## config.mk

```make
export PLATFORM = sky130hd
export DESIGN_NAME = pio_ports
export DESIGN_NICKNAME = d
export VERILOG_FILES = /design/src/pio_pkg.sv /design/src/pio_ext_if.sv /design/src/pio_pin_drv.sv /design/src/pio_ports.sv
export SDC_FILE = /design/constraint.sdc
export NUM_CORES = 1
export LEC_CHECK = 0
export ABC_AREA = 0
export BUFFER_PORTS_ARGS = -buffer_cell sky130_fd_sc_hd__buf_4
export CORE_MARGIN = 1.5
export CORE_UTILIZATION = 25
export DETAILED_ROUTE_END_ITERATION = 7
export GPL_TIMING_DRIVEN = 0
export SETUP_SLACK_MARGIN = 0.3
export SLEW_MARGIN = 10
export SYNTH_ARGS = -nofsm -noshare
export SYNTH_HDL_FRONTEND = slang
export SYNTH_SLANG_ARGS = --single-unit
```

## constraint.sdc

```tcl
create_clock -name mclk -period 1.5 [get_ports mclk]
set_clock_uncertainty 0.15 [all_clocks]
set_input_delay 0.075 -clock mclk [delete_from_list [all_inputs] [get_ports mclk]]
set_output_delay 0.075 -clock mclk [all_outputs]
set_load 0.03 [all_outputs]
```

## src/pio_pkg.sv

```systemverilog
// package: port block register map, reset values and behaviour list
// Behaviour
// RQ1 - seven bidirectional 8-bit ports, latch driver buffer
// RQ2 - each port read/written through its register
// RQ3 - port zero multiplexes low address and data
// RQ4 - port two drives high address on wide access
// RQ5 - ports seven and eight read pin levels
// RQ6 - four-bit channel select in converter control one
// RQ7 - writes to input-only ports are ignored
// RQ8 - input-only ports byte read, sampled together
// RQ9 - software masks bits used for analog input
// RQ10 - upper four bits of port eight read zero
package pio_pkg;
  localparam int unsigned NUM_PORTS = 7;           // bidirectional ports
  localparam logic [7:0] PORT_ZERO_OFS  = 8'h80;   // register offsets
  localparam logic [7:0] PORT_ONE_OFS   = 8'h90;
  localparam logic [7:0] PORT_TWO_OFS   = 8'ha0;
  localparam logic [7:0] PORT_THREE_OFS = 8'hb0;
  localparam logic [7:0] PORT_FOUR_OFS  = 8'he8;
  localparam logic [7:0] PORT_FIVE_OFS  = 8'hf8;
  localparam logic [7:0] PORT_SIX_OFS   = 8'hfa;
  localparam logic [7:0] PORT_SEVEN_OFS = 8'hdb;
  localparam logic [7:0] CONV_CTRL1_OFS = 8'hdc;
  localparam logic [7:0] PORT_EIGHT_OFS = 8'hdd;
  localparam logic [7:0] LATCH_RESET    = 8'hff;   // port latch reset
  localparam logic [7:0] CONV_CTRL1_RST = 8'h00;   // converter ctrl reset
  localparam logic [7:0] CONV_CTRL1_MSK = 8'h8f;   // implemented bits
  localparam int unsigned CHSEL_MSB = 3;           // channel select field
  localparam int unsigned CHSEL_LSB = 0;
  localparam logic [7:0] ADDR_ZERO_IDX = 8'h00;    // port index of zero
  typedef logic [7:0] pio_byte_t;
endpackage : pio_pkg

```

## src/pio_ext_if.sv

```systemverilog
// interface: external memory bus request between top and pin driver
`timescale 1ns/100ps
interface pio_ext_if;
  logic       addr_phase; // port zero shows low address
  logic       data_out;   // port zero drives write data
  logic       wide_addr;  // port two shows high address
  logic [7:0] addr_lo;    // low address byte
  logic [7:0] addr_hi;    // high address byte
  logic [7:0] wdata;      // write data byte
  modport ctrl (output addr_phase, data_out, wide_addr, addr_lo, addr_hi,
                output wdata);
  modport drv  (input addr_phase, data_out, wide_addr, addr_lo, addr_hi,
                input wdata);
endinterface : pio_ext_if

```

## src/pio_pin_drv.sv

```systemverilog
// module: pin output mux for ports zero and two
`timescale 1ns/100ps
module pio_pin_drv
  import pio_pkg::*;
(
  input  wire logic [7:0] latch_zero, // port zero latch
  input  wire logic [7:0] latch_two,  // port two latch
  pio_ext_if.drv          ext,        // external bus request
  output logic      [7:0] next_zero_o,  // port zero pin value
  output logic            next_zero_oe, // port zero enable
  output logic      [7:0] next_two_o    // port two pin value
);
  // port zero: address, then data, else latch
  always_comb begin
    if (ext.addr_phase) begin
      next_zero_o  = ext.addr_lo; // [RQ3]
      next_zero_oe = 1'b1;
    end else if (ext.data_out) begin
      next_zero_o  = ext.wdata; // [RQ3]
      next_zero_oe = 1'b1;
    end else begin
      next_zero_o  = latch_zero;
      next_zero_oe = 1'b1;
    end
  end
  // port two: high address on wide access, else latch
  always_comb begin
    next_two_o = ext.wide_addr ? ext.addr_hi : latch_two; // [RQ4]
  end
endmodule : pio_pin_drv

```

## src/pio_ports.sv

```systemverilog
// module: parallel and analog input port block
`timescale 1ns/100ps
module pio_ports
  import pio_pkg::*;
(
  input  wire logic       mclk,        // system clock
  input  wire logic       rst_n,       // async reset, active low
  input  wire logic [7:0] reg_addr,    // register address
  input  wire logic       reg_wr,      // register write strobe
  input  wire logic       reg_rd,      // register read strobe
  input  wire logic [7:0] reg_wdata,   // write data
  output logic      [7:0] reg_rdata,   // read data, registered
  input  wire logic       ext_addr,    // memory access address phase
  input  wire logic       ext_write,   // memory write data phase
  input  wire logic       ext_read,    // memory read capture strobe
  input  wire logic       ext_wide,    // 16-bit wide address
  input  wire logic [15:0] ext_a,      // memory address
  input  wire logic [7:0] ext_wd,      // memory write data
  output logic      [7:0] ext_rdata,   // byte read through port zero
  input  wire logic [55:0] port_i,     // bidirectional pin levels
  output logic      [55:0] port_o,     // bidirectional pin values
  output logic      [55:0] port_oe,    // high while driven
  input  wire logic [7:0] ain_seven_i, // port seven pins
  input  wire logic [3:0] ain_eight_i, // port eight pins
  output logic      [3:0] chan_sel     // converter channel select
);
  //////////////////////////////////////////////////////////////////////
  // storage
  pio_byte_t       latch [NUM_PORTS];  // port latches
  logic [55:0]     pin_s1;             // sync stage one
  logic [55:0]     pin_s2;             // sync stage two
  logic [7:0]      sev_s1;             // port seven stage one
  logic [7:0]      sev_s2;             // port seven stage two
  logic [3:0]      eig_s1;             // port eight stage one
  logic [3:0]      eig_s2;             // port eight stage two
  logic [7:0]      conv_ctrl1;         // converter control one
  logic [7:0]      next_zero_o;        // port zero mux value
  logic            next_zero_oe;       // port zero enable
  logic [7:0]      next_two_o;         // port two mux value
  logic [7:0]      next_rdata;         // read mux
  logic [2:0]      wr_idx;             // decoded write port
  logic            wr_hit;             // write hits a latch
  pio_ext_if       ext ();             // bus request bundle

  //////////////////////////////////////////////////////////////////////
  // pin synchronisers, two flops before any use
  always_ff @(posedge mclk or negedge rst_n) begin
    if (!rst_n) begin
      pin_s1 <= '0;
      pin_s2 <= '0;
      sev_s1 <= '0;
      sev_s2 <= '0;
      eig_s1 <= '0;
      eig_s2 <= '0;
    end else begin
      pin_s1 <= port_i;
      pin_s2 <= pin_s1;
      sev_s1 <= ain_seven_i;
      sev_s2 <= sev_s1; // [RQ5]
      eig_s1 <= ain_eight_i;
      eig_s2 <= eig_s1; // [RQ5]
    end
  end

  //////////////////////////////////////////////////////////////////////
  // write decode to port index
  always_comb begin
    wr_hit = 1'b1;
    wr_idx = 3'd0;
    unique case (reg_addr)
      PORT_ZERO_OFS:  wr_idx = 3'd0;
      PORT_ONE_OFS:   wr_idx = 3'd1;
      PORT_TWO_OFS:   wr_idx = 3'd2;
      PORT_THREE_OFS: wr_idx = 3'd3;
      PORT_FOUR_OFS:  wr_idx = 3'd4;
      PORT_FIVE_OFS:  wr_idx = 3'd5;
      PORT_SIX_OFS:   wr_idx = 3'd6;
      default:        wr_hit = 1'b0; // input ports fall here [RQ7]
    endcase
  end

  // one latch per port, written by software
  generate
    for (genvar g = 0; g < NUM_PORTS; g++) begin : g_latch
      always_ff @(posedge mclk or negedge rst_n) begin
        if (!rst_n) begin
          latch[g] <= LATCH_RESET;
        end else if (reg_wr && wr_hit && wr_idx == 3'(g)) begin
          latch[g] <= reg_wdata; // [RQ2] [RQ1]
        end
      end
    end
  endgenerate

  // converter control one, reserved bits stay zero
  always_ff @(posedge mclk or negedge rst_n) begin
    if (!rst_n) begin
      conv_ctrl1 <= CONV_CTRL1_RST;
    end else if (reg_wr && reg_addr == CONV_CTRL1_OFS) begin
      conv_ctrl1 <= reg_wdata & CONV_CTRL1_MSK;
    end
  end

  // channel select output
  always_ff @(posedge mclk or negedge rst_n) begin
    if (!rst_n) begin
      chan_sel <= '0;
    end else begin
      chan_sel <= conv_ctrl1[CHSEL_MSB:CHSEL_LSB]; // [RQ6]
    end
  end

  //////////////////////////////////////////////////////////////////////
  // read mux: bidir ports return pin value
  always_comb begin
    next_rdata = 8'h00;
    unique case (reg_addr)
      PORT_ZERO_OFS:  next_rdata = pin_s2[7:0]; // [RQ2]
      PORT_ONE_OFS:   next_rdata = pin_s2[15:8];
      PORT_TWO_OFS:   next_rdata = pin_s2[23:16];
      PORT_THREE_OFS: next_rdata = pin_s2[31:24];
      PORT_FOUR_OFS:  next_rdata = pin_s2[39:32];
      PORT_FIVE_OFS:  next_rdata = pin_s2[47:40];
      PORT_SIX_OFS:   next_rdata = pin_s2[55:48];
      PORT_SEVEN_OFS: next_rdata = sev_s2; // whole byte at once [RQ8]
      CONV_CTRL1_OFS: next_rdata = conv_ctrl1;
      PORT_EIGHT_OFS: next_rdata = {4'h0, eig_s2}; // [RQ10] [RQ8]
      default:        next_rdata = 8'h00; // unmapped reads zero
    endcase
  end

  // registered read data
  always_ff @(posedge mclk or negedge rst_n) begin
    if (!rst_n) begin
      reg_rdata <= 8'h00;
    end else if (reg_rd) begin
      reg_rdata <= next_rdata;
    end
  end

  //////////////////////////////////////////////////////////////////////
  // external bus request bundle
  assign ext.addr_phase = ext_addr;
  assign ext.data_out   = ext_write;
  assign ext.wide_addr  = ext_wide;
  assign ext.addr_lo    = ext_a[7:0];
  assign ext.addr_hi    = ext_a[15:8];
  assign ext.wdata      = ext_wd;

  pio_pin_drv u_drv (
    .latch_zero (latch[0]),
    .latch_two  (latch[2]),
    .ext        (ext),
    .next_zero_o  (next_zero_o),
    .next_zero_oe (next_zero_oe),
    .next_two_o   (next_two_o)
  );

  // captured read byte from port zero buffers
  always_ff @(posedge mclk or negedge rst_n) begin
    if (!rst_n) begin
      ext_rdata <= 8'h00;
    end else if (ext_read) begin
      ext_rdata <= pin_s2[7:0]; // [RQ3]
    end
  end

  // pin drivers, registered
  always_ff @(posedge mclk or negedge rst_n) begin
    if (!rst_n) begin
      port_o  <= {NUM_PORTS{LATCH_RESET}};
      port_oe <= '0;
    end else begin
      port_o  <= {latch[6], latch[5], latch[4], latch[3], next_two_o,
                  latch[1], next_zero_o}; // [RQ1] [RQ4]
      port_oe <= {48'hffff_ffff_ffff, {8{next_zero_oe}}};
      if (ext_read && !ext_addr && !ext_write) begin
        port_oe[7:0] <= 8'h00; // release for read data [RQ3]
      end
    end
  end

  //////////////////////////////////////////////////////////////////////
  // assertions
  a_input_write_ignored: assert property ( // [RQ7]
    @(posedge mclk) disable iff (!rst_n)
    reg_wr && (reg_addr == PORT_SEVEN_OFS || reg_addr == PORT_EIGHT_OFS)
    |=> {latch[6], latch[5], latch[4], latch[3], latch[2], latch[1],
         latch[0], conv_ctrl1} == $past({latch[6], latch[5], latch[4],
         latch[3], latch[2], latch[1], latch[0], conv_ctrl1}))
    else $error("input port write changed state");
  a_eight_upper_zero: assert property ( // [RQ10]
    @(posedge mclk) disable iff (!rst_n)
    reg_rd && reg_addr == PORT_EIGHT_OFS |=> reg_rdata[7:4] == 4'h0)
    else $error("port eight upper bits not zero");
  a_latch_write_pin: assert property ( // [RQ2]
    @(posedge mclk) disable iff (!rst_n)
    reg_wr && reg_addr == PORT_ONE_OFS
    |=> ##1 port_o[15:8] == $past(reg_wdata, 2))
    else $error("port one latch not driven");
  a_wide_high_addr: assert property ( // [RQ4]
    @(posedge mclk) disable iff (!rst_n)
    ext_wide |=> port_o[23:16] == $past(ext_a[15:8]))
    else $error("high address not driven");
  a_low_addr_out: assert property ( // [RQ3]
    @(posedge mclk) disable iff (!rst_n)
    ext_addr |=> port_o[7:0] == $past(ext_a[7:0]) && &port_oe[7:0])
    else $error("low address not driven");
  a_chan_select: assert property ( // [RQ6]
    @(posedge mclk) disable iff (!rst_n)
    reg_wr && reg_addr == CONV_CTRL1_OFS
    |=> ##1 chan_sel == $past(reg_wdata[3:0], 2))
    else $error("channel select not applied");
  a_seven_reads_pins: assert property ( // [RQ5]
    @(posedge mclk) disable iff (!rst_n)
    reg_rd && reg_addr == PORT_SEVEN_OFS |=> reg_rdata == $past(sev_s2))
    else $error("port seven read wrong");
  a_two_keeps_latch: assert property ( // [RQ1]
    @(posedge mclk) disable iff (!rst_n)
    !ext_wide |=> port_o[23:16] == $past(latch[2]))
    else $error("port two lost latch value");
endmodule : pio_ports

```

==> metrics.md <==
| Metric | Value |
|---|---|
| Full die area | approximately 40000 um^2 |
| Root Buffer | clkbuf_16 |
| Mean post-synth cell area | about 17 um^2 |
| Tightest Pin Transition | between 700 and 800 ps |
| Final setup margin | -267 ps |
| Synth top area cells | dfrtp_1 (42%), dfstp_2 (31%), mux2_2 (7.4%), buf_4 (4.7%), mux2_4 (2.5%) |
| Post-synthesis cell area | approximately 9600 um^2 |
| Final GP Congestion | ~0.78 |
| Reg2Reg Depth | 5 |
| CTS H-Tree Depth | 1 |
| Antenna Diode Count | 0 |
| Row Count | 71 |
| Die width | ~200 um |
| Remaining Overflow, GRT | 0 |
| Number of antenna violations at the first check in global routing | 1 |
| Final HPWL DP | 16800 um |
| Fmax | 566 MHz |
| Post-synth top area cell | dfrtp_1 |
| Most frequent cell after synthesis | dfrtp_1 |
| Ys flop type | dfrtp_1 |
| #FFs+latches synth | 275 |
| Largest net degree at the start of global routing | between 100 and 150 |
| Post-Layout Cell Count | ~1600 |
| Cell count after synthesis | about 580 |
| CTS Buffer Depth | 3 |
| Ys Warns | 0 |
| Worst skew pair latency | between 500 and 600 ps |
| Synth cell count leaders | dfrtp_1 (163), dfstp_2 (112), mux2_2 (63) |
| Core Footprint | 37800 um^2 |
| Slew Viols, Final | 0 |
| Crit path DAT | approximately 1500 ps |
| Max-cap violations | 0 |
| Total Wirelength | roughly 28000 um |
| Pleak | about 7.0 nW |
| PortBufs | 240 |
| WL per Instance | between 15 and 20 um |
| Status | finished, violations left |
| Routed Antenna Nets | 0 |
| Synth unique cells | 54 |
| Initial DRC count | 220 |
| Finished Core Util | 0.417 |
| Capture point of the worst reg-to-reg path | reg_rdata[0]$_DFFE_PN0P_ |
| Final setup TNS | -12470 ps |
| Io pins | ~250 |
| Failing checks | hold timing, setup timing |
| Reg clk slew, reported paths | around 70 ps |
| Fin crit period | 1770 ps |
| Crit path required time | about 1300 ps |
| Final count of negative-setup-slack endpoints | 59 |
| Fin nets | about 1200 |
| PwrDens | 1120 nW/um^2 |
| Post-DP Area | 12300 um^2 |
| Post-CTS Hold Fix Bufs | ~180 |
| Worst min path class | in -> async |
| Layout cell share with drive strength beyond 1 | 0.577 |
| Top-area cell type share of the netlist area | 0.423 |
| Syn Nets | between 600 and 700 |
| Vias/cell | roughly 4.1 |
| CTS tree | built |
| First-pass GRT wire length | just over 40000 um |
| Worst IR Drop VDD | ~0.8 mV |
| Ys async rst share | 1.00 |
| Tcrit/Tclk final | 1.18 |
| Worst reg2reg path startpoint | pin_s2[0]$_DFF_PN0_ |
| DRT Pass-1 Iters | 4 |
| Hold Fails Final Rpt | around 190 |
| Fin Hold WS | -678 ps |
| # fillers | 3420 |
| Die Y | between 150 and 200 um |
| Slew headroom | 0.509 |
| Unrepaired setup endpoints after global routing | yes |
| DRC | 0 |
| Flop2flop setup slack | -160 ps |
| Reg area | 7030 um^2 |
| Kind of critical path | reg -> out |
| Sink Count | ~280 |
| CP Max Fanout | 12 |
| Dpl cells | approximately 1300 |
| Post-synth EDFFs | 0 |
| Layout area overhead | 63.7% |
| Vias in the first global route | 6937 |
| Vias | 6444 |
| Design area | 15800 um^2 |
| Total global-route track usage | 0.140 |
| Initial Utilization | 0.255 |
| Critical Path End Type | output port |
| Multi-input combinational cell area | approximately 2300 um^2 |
| Post-synthesis sequential area ratio | 0.729 |
| CP Launch Type | flop |
| Num CTS Buffers | 30 |
==> power by group <==
| part | switching, mW | internal [mW] |
|---|---|---|
| clock network | 3.14 | 4.30 |
| registers | 0.167 | 7.88 |
| logic | 1.01 | 1.13 |
==> final cells by class <==
| cell class | count | share of cell area |
|---|---|---|
| repair buffers | 433 | 0.266 |
| clock buffers | 39 | 0.0550 |
| plain buffers | 72 | 0.0382 |
| clock inverters | 17 | 0.00936 |
| multi-input cells | 223 | 0.143 |
| inverters | 11 | 0.00262 |
| flip-flops and latches | 275 | 0.445 |
| well taps | 511 | 0.0405 |
==> critical path: stages (launching register included) <==
cell and delay, ps:
dfrtp_4 510, buf_6 160, buf_4 140, buf_4 160
==> layout by cell type (no fill, tap or decap), drive strengths merged, types with 2 or more instances in the layout <==
cell,synthesis,layout
mux2i,13,13
nor2b,5,5
nor3,6,6
a32o,4,4
o22ai,10,10
and2,3,3
a2111oi,2,2
clkinv,0,6
clkbuf,7,46
nand3,7,7
a211oi,4,4
a2bb2oi,2,2
buf,65,319
mux2,79,79
mux4,5,5
and4b,3,3
clkinvlp,0,5
a21oi,3,3
o2bb2ai,5,5
dfstp,112,112
and3,3,3
o21ai,11,11
nor2,10,10
nand4b,2,2
inv,11,16
dlygate4sd3,0,177
dlymetal6s2s,0,2
a22o,3,3
nand2b,2,2
nand2,22,22
dfrtp,163,163
nor4b,2,2
a22oi,5,5
==> worst max-delay path by stage <==
stage,from,end,depth (start not counted)
2_1_floorplan,reg_addr[6],latch[32]$_DFFE_PN1P_,8
6_report,port_oe[8]$_DFF_PN0_,port_oe[55],3
5_1_grt,port_oe[8]$_DFF_PN0_,port_oe[13],3
3_5_place_dp,reg_addr[2],latch[4]$_DFFE_PN1P_,5
3_3_place_gp,rst_n,port_oe[8]$_DFF_PN0_,1
4_1_cts,port_oe[8]$_DFF_PN0_,port_oe[34],3
==> cell families after synthesis <==
kind of cell / synth area share
DFF: 0.729
muxes: 0.124
buffers and inverters: 0.0577
and+or+nand+nor: 0.0490
AOI/OAI and AO/OA: 0.0395
xor gates and xnor gates: 0.000909
other: 0.000389
==> metal layers <==
layer,part of all wire,GRT usage
met1,0.40,0.164
met3,0.076,0.0388
met2,0.50,0.249
met5,0.00046,0
met4,0.025,0.0441
==> per-stage QoR <==
stage | total power, mW | worst slack, ps
floorplan | 8.90 | -131
global placement | 9.71 | -2530
detailed placement | 9.77 | -511
CTS | 17.8 | -296
global route | 18.4 | -322
finish | 17.6 | -267
==> repair_timing <==
item                       in CTS  in global routing
pin swaps                      12                  5
setup endpoints to repair     172                161
resized for setup             111                 44
hold endpoints to repair      345                182
buffers inserted               10                  2
==> flip-flops by register name (all words and copies together), names as in the netlist, 8 cells and up <==
name / cells
sev_s2: 8
reg_rdata: 8
ext_rdata: 8
pin_s2: 56
port_o: 56
pin_s1: 56
sev_s1: 8
latch: 56
(Power assumes the default switching activity.)
